[src/rtl/smc_pkg.sv]
// Constants, types and decode helpers of the step clock motor sequencer.
// Assumes a single 20 MHz clock domain; shared by the sequencer top and the bench.
package smc_pkg;
	localparam int             REF_CLK_KHZ     = 20000;
	localparam int             OSC_FREQ_KHZ    = 1120;
	localparam int             OSC_DIV_W       = 16;
	localparam int             ANGLE_W         = 7;
	localparam int             PCT_W           = 7;
	localparam logic [6:0]     INIT_ANGLE      = 7'h10;
	localparam logic [6:0]     PCT_FULL        = 7'h64;
	localparam logic [5:0]     QUAD_STEPS      = 6'h20;
	localparam logic [3:0]     CHOP_LAST_PHASE = 4'hF;
	localparam logic [3:0]     FAST_LL         = 4'h2;
	localparam logic [3:0]     FAST_LH         = 4'h6;
	localparam logic [3:0]     FAST_HL         = 4'h8;
	localparam logic [2:0]     RES_STANDBY     = 3'h0;
	localparam logic [2:0]     RES_FULL        = 3'h1;
	localparam logic [2:0]     RES_HALF_A      = 3'h2;
	localparam logic [2:0]     RES_QUARTER     = 3'h3;
	localparam logic [2:0]     RES_HALF_B      = 3'h4;
	localparam logic [2:0]     RES_EIGHTH      = 3'h5;
	localparam logic [2:0]     RES_SIXTEENTH   = 3'h6;
	localparam logic [1:0]     DECAY_FAST_ONLY = 2'h3;
	localparam logic [3:0]     CSR_CTRL        = 4'h0;
	localparam logic [3:0]     CSR_STATUS      = 4'h4;

	typedef enum logic [1:0] {
		CHOP_CHARGE = 2'b00,
		CHOP_FAST   = 2'b01,
		CHOP_SLOW   = 2'b11
	} smc_chop_t;

	typedef struct packed {
		logic posOut;
		logic posOe;
		logic negOut;
		logic negOe;
	} smc_coil_t;

	// Angle increment per step clock rising edge, in 1/32 micro steps
	function automatic logic [6:0] smcStepSize(input logic [2:0] res);
		unique case (res)
			RES_FULL:               smcStepSize = 7'h20;
			RES_HALF_A, RES_HALF_B: smcStepSize = 7'h10;
			RES_QUARTER:            smcStepSize = 7'h08;
			RES_EIGHTH:             smcStepSize = 7'h04;
			RES_SIXTEENTH:          smcStepSize = 7'h02;
			default:                smcStepSize = 7'h01;
		endcase
	endfunction : smcStepSize

	// Current percentage at k micro steps from the zero crossing
	function automatic logic [6:0] smcSinePct(input logic [5:0] k);
		logic [6:0] tbl [0:32];
		tbl = '{7'h00, 7'h05, 7'h0A, 7'h0F, 7'h14, 7'h19, 7'h1D, 7'h22, 7'h26, 7'h2B, 7'h2F,
			7'h34, 7'h38, 7'h3C, 7'h3F, 7'h43, 7'h47, 7'h4A, 7'h4D, 7'h50, 7'h53, 7'h56,
			7'h58, 7'h5A, 7'h5C, 7'h5E, 7'h60, 7'h61, 7'h62, 7'h63, 7'h63, 7'h64, 7'h64};
		smcSinePct = (k > QUAD_STEPS) ? PCT_FULL : tbl[k];
	endfunction : smcSinePct
endpackage : smc_pkg

[src/rtl/smc_sequencer.sv]
// Step clock sequencer: angle counter, phase current table, chopper and Avalon-MM CSRs.
// Assumes all pin inputs synchronous to ref_clk; bridge pins resolved outside.
// How it works
// - Each step clock rising edge outside standby and angle reset moves the angle one step of the chosen resolution.
// - A step clock falling edge changes neither angle nor currents.
// - Enable high drives both bridges outside standby and shutdown; enable low puts all bridge legs in high impedance.
// - Direction high: channel A current leads channel B by 90 degrees.
// - Direction low: channel B current leads channel A by 90 degrees.
// - Charge drives positive leg high, negative low clockwise; reversed counter-clockwise.
// - All resolution bits low selects standby: oscillator stopped, all bridge outputs off.
// - Resolution bits decode to full, half A, quarter, half B, 1/8, 1/16, 1/32.
// - Decay bits give fast decay of 2, 6, 8 oscillator periods, or fast only.
// - Angle reset high forces the initial angle; low gives normal operation.
// - In reset origin flag is low, angle 45 degrees, 100 or 71 percent.
// - Thermal or overcurrent shutdown pulls the open-drain fault flag low.
// - Charge outlasting a chopping cycle continues until the current limit is hit.
//
// Decided for this implementation: the Avalon-MM interface to the registers and the address map.
`timescale 1ns/1ns
module smc_sequencer #(
	parameter logic [15:0] OSC_DIV_DEFAULT = 16'(smc_pkg::REF_CLK_KHZ / smc_pkg::OSC_FREQ_KHZ)
) (
	input  wire logic             ref_clk,
	input  wire logic             srst,
	input  wire logic             stepClock,
	input  wire logic             outputEnable,
	input  wire logic             angleReset,
	input  wire logic             rotationDirection,
	input  wire logic             stepResSelBit0,
	input  wire logic             stepResSelBit1,
	input  wire logic             stepResSelBit2,
	input  wire logic             decayRatioSelBit0,
	input  wire logic             decayRatioSelBit1,
	input  wire logic             currentLimitHitA,
	input  wire logic             currentLimitHitB,
	input  wire logic             thermalShutdown,
	input  wire logic             overcurrentShutdown,
	output smc_pkg::smc_coil_t    coilA,
	output smc_pkg::smc_coil_t    coilB,
	output logic [6:0]            coilACurrentPct,
	output logic [6:0]            coilBCurrentPct,
	output logic                  angleOriginFlag,
	output logic                  angleOriginFlagOe,
	output logic                  faultFlagN,
	output logic                  faultFlagNOe,
	input  wire logic [3:0]       avs_address,
	input  wire logic             avs_read,
	input  wire logic             avs_write,
	input  wire logic [31:0]      avs_writedata,
	input  wire logic [3:0]       avs_byteenable,
	output logic [31:0]           avs_readdata,
	output logic                  avs_waitrequest
);
	import smc_pkg::*;

	logic [2:0]            resSel;
	logic [1:0]            decaySel;
	logic                  standby;
	logic                  fault;
	logic                  run;
	logic                  stepRise;
	logic                  stepFall;
	logic                  stepPrevQ,  stepPrevD;
	logic [6:0]            angleQ,     angleD;
	logic [6:0]            pctAQ,      pctAD;
	logic [6:0]            pctBQ,      pctBD;
	logic [15:0]           oscCntQ,    oscCntD;
	logic [3:0]            phaseQ,     phaseD;
	logic [15:0]           oscDivQ,    oscDivD;
	logic                  respQ,      respD;
	logic [31:0]           rdataQ,     rdataD;
	logic                  oscTick;
	logic                  cycleStart;
	logic [3:0]            fastLen;
	logic [1:0]            limitHit;
	logic [1:0]            curSign;
	logic [1:0]            curZero;
	smc_coil_t             coil [2];

	assign resSel   = {stepResSelBit0, stepResSelBit1, stepResSelBit2};
	assign decaySel = {decayRatioSelBit0, decayRatioSelBit1};
	assign standby  = (resSel == RES_STANDBY);
	assign fault    = thermalShutdown | overcurrentShutdown;
	assign run      = outputEnable & ~standby & ~fault;
	assign stepRise = stepClock & ~stepPrevQ;
	assign stepFall = ~stepClock & stepPrevQ;
	assign limitHit = {currentLimitHitB, currentLimitHitA};

	// Angle counter and phase currents
	always_comb begin
		logic [1:0] quad;
		logic [5:0] k;
		logic [6:0] sinB;
		logic [6:0] cosA;
		sinB      = '0;
		cosA      = '0;
		quad      = angleQ[6:5];
		k         = {1'b0, angleQ[4:0]};
		stepPrevD = stepClock;
		angleD    = angleQ;
		if (angleReset) begin
			angleD = INIT_ANGLE;
		end else if (stepRise && !standby) begin
			angleD = rotationDirection ? angleQ + smcStepSize(resSel)
				: angleQ - smcStepSize(resSel);
		end
		sinB = quad[0] ? smcSinePct(QUAD_STEPS - k) : smcSinePct(k);
		cosA = quad[0] ? smcSinePct(k) : smcSinePct(QUAD_STEPS - k);
		if (resSel == RES_FULL || resSel == RES_HALF_A) begin
			cosA = (cosA != '0) ? PCT_FULL : '0;
			sinB = (sinB != '0) ? PCT_FULL : '0;
		end
		pctAD   = cosA;
		pctBD   = sinB;
		curSign = {~quad[1], quad[1] ~^ quad[0]};
		curZero = {pctBQ == '0, pctAQ == '0};
	end

	always_ff @(posedge ref_clk) begin
		if (srst) begin
			stepPrevQ <= 1'b0;
			angleQ    <= INIT_ANGLE;
			pctAQ     <= '0;
			pctBQ     <= '0;
		end else begin
			stepPrevQ <= stepPrevD;
			angleQ    <= angleD;
			pctAQ     <= pctAD;
			pctBQ     <= pctBD;
		end
	end

	// Chopping oscillator, stopped in standby
	always_comb begin
		oscTick = !standby && (oscCntQ + 16'h0001 >= oscDivQ);
		oscCntD = standby ? '0 : (oscTick ? '0 : oscCntQ + 16'h0001);
		phaseD  = standby ? '0 : (oscTick ? phaseQ + 4'h1 : phaseQ);
		unique case (decaySel)
			2'h0:    fastLen = FAST_LL;
			2'h1:    fastLen = FAST_LH;
			2'h2:    fastLen = FAST_HL;
			default: fastLen = '0;
		endcase
	end
	assign cycleStart = oscTick && (phaseQ == CHOP_LAST_PHASE);

	always_ff @(posedge ref_clk) begin
		if (srst) begin
			oscCntQ <= '0;
			phaseQ  <= '0;
		end else begin
			oscCntQ <= oscCntD;
			phaseQ  <= phaseD;
		end
	end

	// Per-channel chopper and bridge legs
	for (genvar c = 0; c < 2; c++) begin : gChop
		smc_chop_t  chopQ,    chopD;
		logic [3:0] fastCntQ, fastCntD;
		logic       pol;
		always_comb begin
			chopD    = chopQ;
			fastCntD = fastCntQ;
			if (!run) begin
				chopD    = CHOP_CHARGE;
				fastCntD = '0;
			end else begin
				unique case (chopQ)
					CHOP_CHARGE: if (limitHit[c]) begin
						chopD    = CHOP_FAST;
						fastCntD = fastLen;
					end
					CHOP_FAST: if (cycleStart) begin
						chopD = CHOP_CHARGE;
					end else if (decaySel != DECAY_FAST_ONLY && oscTick) begin
						fastCntD = fastCntQ - 4'h1;
						if (fastCntQ <= 4'h1) begin
							chopD = CHOP_SLOW;
						end
					end
					CHOP_SLOW: if (cycleStart) begin
						chopD = CHOP_CHARGE;
					end
				endcase
			end
			pol = curSign[c] ~^ rotationDirection;
			coil[c].posOe  = run;
			coil[c].negOe  = run;
			coil[c].posOut = 1'b0;
			coil[c].negOut = 1'b0;
			if (!curZero[c] && chopQ == CHOP_CHARGE) begin
				coil[c].posOut = pol;
				coil[c].negOut = ~pol;
			end else if (!curZero[c] && chopQ == CHOP_FAST) begin
				coil[c].posOut = ~pol;
				coil[c].negOut = pol;
			end
		end
		always_ff @(posedge ref_clk) begin
			if (srst) begin
				chopQ    <= CHOP_CHARGE;
				fastCntQ <= '0;
			end else begin
				chopQ    <= chopD;
				fastCntQ <= fastCntD;
			end
		end
		AST_CHARGE_EXTENDS: assert property (@(posedge ref_clk) disable iff (srst)
			run && chopQ == CHOP_CHARGE && !limitHit[c] |=> chopQ == CHOP_CHARGE)
			else $error("charge ended without current limit");
	end

	assign coilA             = coil[0];
	assign coilB             = coil[1];
	assign coilACurrentPct   = pctAQ;
	assign coilBCurrentPct   = pctBQ;
	assign angleOriginFlag   = 1'b0;
	assign angleOriginFlagOe = (angleQ == INIT_ANGLE);
	assign faultFlagN        = 1'b0;
	assign faultFlagNOe      = fault;

	// Avalon-MM slave, one wait state per access
	always_comb begin
		oscDivD = oscDivQ;
		respD   = (avs_read | avs_write) & ~respQ;
		rdataD  = '0;
		if (avs_write && respQ && avs_address == CSR_CTRL) begin
			if (avs_byteenable[0]) oscDivD[7:0] = avs_writedata[7:0];
			if (avs_byteenable[1]) oscDivD[15:8] = avs_writedata[15:8];
		end
		if (avs_address == CSR_CTRL) begin
			rdataD = {16'h0000, oscDivQ};
		end else if (avs_address == CSR_STATUS) begin
			rdataD = {21'h0, fault, standby, angleOriginFlagOe, 1'b0, angleQ};
		end
	end
	assign avs_waitrequest = (avs_read | avs_write) & ~respQ;
	assign avs_readdata    = rdataQ;

	always_ff @(posedge ref_clk) begin
		if (srst) begin
			oscDivQ <= OSC_DIV_DEFAULT;
			respQ   <= 1'b0;
			rdataQ  <= '0;
		end else begin
			oscDivQ <= oscDivD;
			respQ   <= respD;
			rdataQ  <= rdataD;
		end
	end

	AST_STEP_CW: assert property (@(posedge ref_clk) disable iff (srst)
		stepRise && !standby && !angleReset && rotationDirection
		|=> angleQ == $past(angleQ) + smcStepSize($past(resSel)))
		else $error("clockwise step size wrong");
	AST_STEP_CCW: assert property (@(posedge ref_clk) disable iff (srst)
		stepRise && !standby && !angleReset && !rotationDirection
		|=> angleQ == $past(angleQ) - smcStepSize($past(resSel)))
		else $error("counter-clockwise step size wrong");
	AST_FALL_HOLDS: assert property (@(posedge ref_clk) disable iff (srst)
		stepFall && !angleReset |=> $stable(angleQ))
		else $error("angle moved on falling edge");
	AST_DISABLED_HIZ: assert property (@(posedge ref_clk) disable iff (srst)
		!outputEnable |-> !coilA.posOe && !coilA.negOe && !coilB.posOe && !coilB.negOe)
		else $error("bridge driven while disabled");
	AST_STANDBY: assert property (@(posedge ref_clk) disable iff (srst)
		standby && !angleReset |-> !oscTick && !coilA.posOe ##1 $stable(angleQ))
		else $error("standby not honoured");
	AST_RESET_ANGLE: assert property (@(posedge ref_clk) disable iff (srst)
		angleReset |=> angleQ == INIT_ANGLE && angleOriginFlagOe && !angleOriginFlag)
		else $error("angle reset not applied");
	AST_RESET_PCT: assert property (@(posedge ref_clk) disable iff (srst)
		angleReset [*3] ##0 $stable(resSel) |-> pctAQ == pctBQ
		&& (pctAQ == PCT_FULL) == (resSel == RES_FULL || resSel == RES_HALF_A))
		else $error("reset currents wrong");
	AST_FAULT_FLAG: assert property (@(posedge ref_clk) disable iff (srst)
		faultFlagNOe == (thermalShutdown || overcurrentShutdown) && !faultFlagN)
		else $error("fault flag mismatch");
endmodule : smc_sequencer

[config.mk]
export PLATFORM = sky130hd
export DESIGN_NAME = smc_sequencer
export DESIGN_NICKNAME = d
export VERILOG_FILES = /design/src/rtl/smc_pkg.sv /design/src/rtl/smc_sequencer.sv
export SDC_FILE = /design/constraint.sdc
export NUM_CORES = 1
export LEC_CHECK = 0
export BUFFER_PORTS_ARGS = -buffer_cell sky130_fd_sc_hd__buf_2
export CORE_ASPECT_RATIO = 1.5
export CORE_MARGIN = 2
export CORE_UTILIZATION = 61
export DETAILED_ROUTE_END_ITERATION = 6
export PLACE_DENSITY = 0.87
export SLEW_MARGIN = 15
export SYNTH_ARGS = -nofsm -noshare
export SYNTH_HDL_FRONTEND = slang
export SYNTH_SLANG_ARGS = --single-unit
[constraint.sdc]
create_clock -name ref_clk -period 6.1 [get_ports ref_clk]
set_clock_uncertainty 0.05 [all_clocks]
set_input_delay 1.22 -clock ref_clk [delete_from_list [all_inputs] [get_ports ref_clk]]
set_output_delay 1.22 -clock ref_clk [all_outputs]
set_load 0.005 [all_outputs]
# ---- Yosys cells after proc, flatten, opt, wreduce, memory -nomap -nowiden
# Memories as Yosys holds them, arrays and structs flattened.
# Cells that the tools add are included.
dict set report op_classes {
  add_sub_neg 7
  n_mux 46
  n_eq_ne 28
  bitwise_logic 19
  n_reduce_logical 37
  n_lt_le_gt_ge 7
}
# cell count
set ops {}
lappend ops {{$mux 7} 15}
lappend ops {{$pmux 6 s5} 1}
lappend ops {{$mux 4} 6}
lappend ops {{$mux 2} 9}
lappend ops {{$add 16x1->16 const B} 1}
lappend ops {{$ge 16x16->1} 1}
lappend ops {{$mux 16} 1}
lappend ops {{$ne 2x2->1 const B} 8}
lappend ops {{$pmux 4 s2} 2}
lappend ops {{$reduce_and 4->1} 4}
lappend ops {{$ge 7x7->1 const B} 2}
lappend ops {{$logic_not 7->1} 2}
lappend ops {{$reduce_bool 7->1} 2}
lappend ops {{$pmux 2 s3} 2}
lappend ops {{$pmux 4 s3} 1}
lappend ops {{$mux 11} 1}
lappend ops {{$logic_and 1x1->1} 10}
lappend ops {{$reduce_or 2->1} 5}
lappend ops {{$eq 3x3->1 const B} 3}
lappend ops {{$ne 3x3->1 const B} 3}
lappend ops {{$le 4x1->1 const B} 2}
lappend ops {{$mux 1} 8}
lappend ops {{$not 1->1} 8}
lappend ops {{$sub 4x1->4 const B} 2}
lappend ops {{other kinds (28)} 45}
dict set report totals {
  register_bits 103
  inputBits 57
  elab_cells 161
  memories 2
  rom_bits 896
  out_inout_bits 59
}
# memory words word_bits read_ports rd_ports_with_merged_regs write_ports line_no
set mem_list {}
lappend mem_list {{(name not given)} 64 7 1 0 0 smc_pkg.sv:58} ;# smcSinePct = (k > QUAD_STEPS) ? PCT_FULL : tbl[k];
lappend mem_list {{(name not given)} 64 7 1 0 0 smc_pkg.sv:58}

# ---- Logic depth before layout (Yosys ltp)
dict set report logic_depth {
  ltp_word 10
  mapped_depth 13
}

# ---- Least setup slack after synthesis
# Ideal clock, no wire load.
dict set report synth_timing {
  path_type {input-to-reg}
  from {in stepResSelBit1}
  to {reg angleQ[6]}
  path_stages 12
  t_arrival_ps 3374
  setup_slack_ps 2560
  required_time_ps 5934
  setup_ps 116
  path_cell_list {clkbuf_1 > or3_1 > nand2_1 > ha_1 > fa_1 > a21o_1 > a21oi_1 > o21bai_1 > a21oi_1 > xor2_1 > a21oi_1 > a31o_2}
}
dict set report synth_between {
  elab_chain_len 7
  word_cells_on_any_way 16
  cone_classes {add/sub: 2; eq/ne: 6; mux: 4; reduce/logical: 4}
}
# item line_no
set synth_lines {}
lappend synth_lines {{start, declared} smc_sequencer.sv:30} ;# input wire logic stepResSelBit1,
lappend synth_lines {{$eq 3x2->1 / $eq 3x3->1 (equally long branches)} smc_pkg.sv:42} ;# unique case (res)
lappend synth_lines {{$reduce_or 2->1} smc_pkg.sv:42}
lappend synth_lines {{$pmux 6 s5} smc_pkg.sv:42}
lappend synth_lines {{$mux 7} smc_sequencer.sv:103} ;# end else if (stepRise && !standby) begin
lappend synth_lines {{$mux 7} smc_sequencer.sv:101} ;# if (angleReset) begin
lappend synth_lines {{$sub 7x7->7 / $add 7x7->7 (equally long branches)} {smc_sequencer.sv:105, smc_sequencer.sv:104}}
lappend synth_lines {{$mux 7} smc_sequencer.sv:104} ;# angleD = rotationDirection ? angleQ + smcStepSize(resSel)
lappend synth_lines {{end signal, assigned} smc_sequencer.sv:127} ;# angleQ <= angleD;
lappend synth_lines {{end, declared} smc_sequencer.sv:64} ;# logic [6:0] angleQ, angleD;
# Several ways; a longest one is shown, not always the timed one. The select of a mux whose other input is x is not followed.
# A chain may end at the register's enable or synchronous reset.

# ---- Worst setup path after layout
dict set report layout_timing {
  from {reg angleQ[0]}
  to {out angleOriginFlagOe}
}
dict set report layout_between {
  elab_chain_len 1
}
# item line_no
set layout_lines {}
lappend layout_lines {{$eq 7x5->1} smc_sequencer.sv:219} ;# assign angleOriginFlagOe = (angleQ == INIT_ANGLE);
lappend layout_lines {{end, declared} smc_sequencer.sv:43} ;# output logic angleOriginFlagOe,
# Every way passes these cells.

==> flow_summary.toml <==
[critical_path]
worstSetupPathType = "register to primary output"
path_cells = "buf_4 > inv_1 > ha_1 > nor3b_4 > nand2_1 > nor3_1 > buf_2"
worst_ep_arrival_time_ns = 2.75
cp_top_family = "simple AND/OR/NAND/NOR gates"
worstSetupStartpointType = "register"
cp_max_fo = 26
slowest_stage = "ha_1"
end_kind = "primary output"
cp.buffers_inverters = 3
cp.required_ns = 4.83
max_stage_delay_ns = 0.74

[power_and_ir_drop]
power_density_mw_per_mm2 = 214
power_mw = 1.42
p_clk_frac = 0.404
combPwrFrac = 0.174
swShare = 0.264
vdd_ir_drop_max_uv = 228
power.switching_mw = 0.375
p_leak_nw = 2.96
intPower_mw = 1.04
seqPwrFrac = 0.421

[drt]
drtIter0Drc = 358
dr.pass1.iters = 5
wl_um = 15100
via_per_inst = 6.18
vias = 5615
drc_errors = 0
wire_per_inst_um = 16.7
ant_nets = 0

[cells_and_area]
layout.nets = 882
drive_above_1_share = 0.165
post-route-cell-area_mm2 = 0.00663
syn_to_final_growth_pct = 9.80
fin_util = 0.688
diodes = 0

[sta]
tightest_slew_ns = 0.827
hold_viol = 0
rsz0062_at_grt = "false"
layout_worst_path_cycle_share = 0.659
finalSetupTns_ns = 0
drv_slew = 0
fin_ws_ns = 2.08
max_slew_margin = 0.449
setup_viol = 0
max_freq_mhz = 249
post-route-min-period_ns = 4.02

[grt]
antenna_found_initial = 0
gr-usage-all-layers = 0.278
grt_max_degree = 37
grt_overflow = 0
grt_pass1_wl_um = 24700
grt_pass1_vias = 5365

[clock_tree]
cts_buffers = 9
ctsResizeCount = 0
clock_latency_ns = 0.33
ctsHtreeMaxLevel = 3
postCtsHoldBufs = 0
post-cts-setup-buffers = 0
cts_sinks = 87
clk_path_buf_depth = 2
path_clk_slew_ns = 0.06
cts_tree = "done"
clockRootBuffer = "clkbuf_16"

[die]
num_rows = 44
core_mm2 = 0.00963
start_util = 0.627
die_x_um = 85.2
io_pins = 116
die_y_um = 126
die-area_mm2 = 0.0107

[yosys]
yosysWarningCount = 0
synth_cells = 742
synth_cell_type_count = 85
synth_ff_type = "dfxtp_1"
synth_seq_cells = 87
avgSynthCellArea_um2 = 8.14
synthArstFlopShare = 0
yosysSeqAreaShare = 0.288
syn-cell-area_mm2 = 0.00604
synth_edf_count = 0

[place]
dpl.hpwl_um = 11000
place_congestion = 0.922
io_buffers = 79
place_area_mm2 = 0.00632
dp_slack_ns = 2.35

[flow_run]
cap_violations = 0

[worst_hold_path]
min_path_type = "register to register"

[run_status]
status = "complete, no violations"
[metal layers]
metal | GRT usage | vias to the layer above | part of all wire
li1 | - | 2686 | -
met3 | 0.0341 | 54 | 0.046
met1 | 0.307 | 2664 | 0.37
met4 | 0.150 | 0 | 0.047
met5 | 0 | - | 0
met2 | 0.506 | 211 | 0.53
[path summary, 6_finish.rpt]
| path | from | endpoint | slack (ns) | depth (start not counted) |
|---|---|---|---|---|
| max | angleQ[0] | angleOriginFlagOe | 2.08 | 7 |
| min | respQ | respQ | 0.41 | 1 |
| max reg2reg | oscCntQ[2] | gChop[0].fastCntQ[2] | 2.42 | 13 |
| min reg2reg | respQ | respQ | 0.41 | 1 |
[per-stage QoR]
stage	instances	hold slack (ns)
6_report	908	0.407
5_1_grt	908	0.439
4_1_cts	908	0.409
3_5_place_dp	893	0.400
3_3_place_gp	893	0.381
2_1_floorplan	759	0.371
[power groups by stage]
stage | combinational [mW] | sequential (mW) | clock (mW)
after CTS | 0.243 | 0.597 | 0.580
final | 0.247 | 0.598 | 0.573
after global placement | 0.233 | 0.609 | 0
after floorplan | 0.182 | 0.607 | 0
after detailed placement | 0.241 | 0.610 | 0
after global routing | 0.271 | 0.599 | 0.604
[cells in the mapped netlist (12+ instances only)]
master    number  area [um^2]
ha_1          35          438
mux2i_1       40          400
dfxtp_1       87         1740
buf_4         25          188
nor2b_1       21          131
and3_1        18          113
nor3_1        26          130
xnor2_1       19          166
inv_1         38          143
a21oi_1       35          175
clkbuf_1      24         90.1
nand3_1       23          115
buf_2         13         65.1
nor2_1        82          308
xor2_1        12          105
nand2_1       41          154
o21ai_0       19         95.1
[cell families after synthesis]
| group | after synthesis | synth area share |
|---|---|---|
| simple gates | 279 | 0.244 |
| xor+xnor | 33 | 0.0504 |
| fa+ha+maj | 36 | 0.0759 |
| flops | 87 | 0.288 |
| compound gates | 156 | 0.179 |
| mux | 43 | 0.0725 |
| buf+inv | 107 | 0.0885 |
| other cells | 1 | 0.000621 |
[final cells by class]
cell class	count	area (um^2)
Clock buffer	10	229
Clock inverter	5	83.8
Fill cell	752	3010
Inverter	38	143
Multi-Input combinational cell	565	3820
Sequential cell	87	1740
Tap cell	115	144
Timing Repair Buffer	88	463
[worst reg2reg max path, cell delays in order, from the launching register on]
cell	delay, ns
dfxtp_1	0.39
and3_1	0.21
and3_1	0.21
nand4_1	0.20
nor3_1	0.26
xor2_1	0.12
ha_1	0.32
nand4_1	0.13
nor3_1	0.29
nand4_1	0.18
o211a_2	0.40
nor3_2	0.48
mux2i_1	0.26
a21oi_1	0.07
[state kept, by name, indices dropped and copies added (netlist names)]
register and flops:
avs_readdata 16, oscCntQ 16, oscDivQ 16, gChop.fastCntQ 8
angleQ 7, coilACurrentPct 7, coilBCurrentPct 7, gChop.chopQ 4
phaseQ 4, respQ 1, stepPrevQ 1
[cells in the final DEF, fill, tap and decap left out, types with 4 or more instances in the layout]
cell / instances
inv_1: 38
and3_1: 18
xor2_1: 12
nor3b_1: 8
a21o_1: 11
o21ai_0: 19
nand2_1: 41
nor3_1: 26
clkbuf_16: 9
or3_1: 4
nor2_1: 82
dfxtp_1: 87
nand4_1: 6
nor4_1: 7
a22oi_1: 4
nand2b_1: 10
a21oi_1: 35
a211oi_1: 10
mux2i_1: 40
conb_1: 18
xnor2_1: 19
buf_4: 9
nand3b_1: 5
o22ai_1: 5
a31oi_1: 9
nand3_1: 23
and2_1: 4
buf_2: 79
ha_1: 35
o211ai_1: 4
nor2b_1: 21
o21bai_1: 5
o31ai_1: 6
Power figures use the tool's default switching activity.
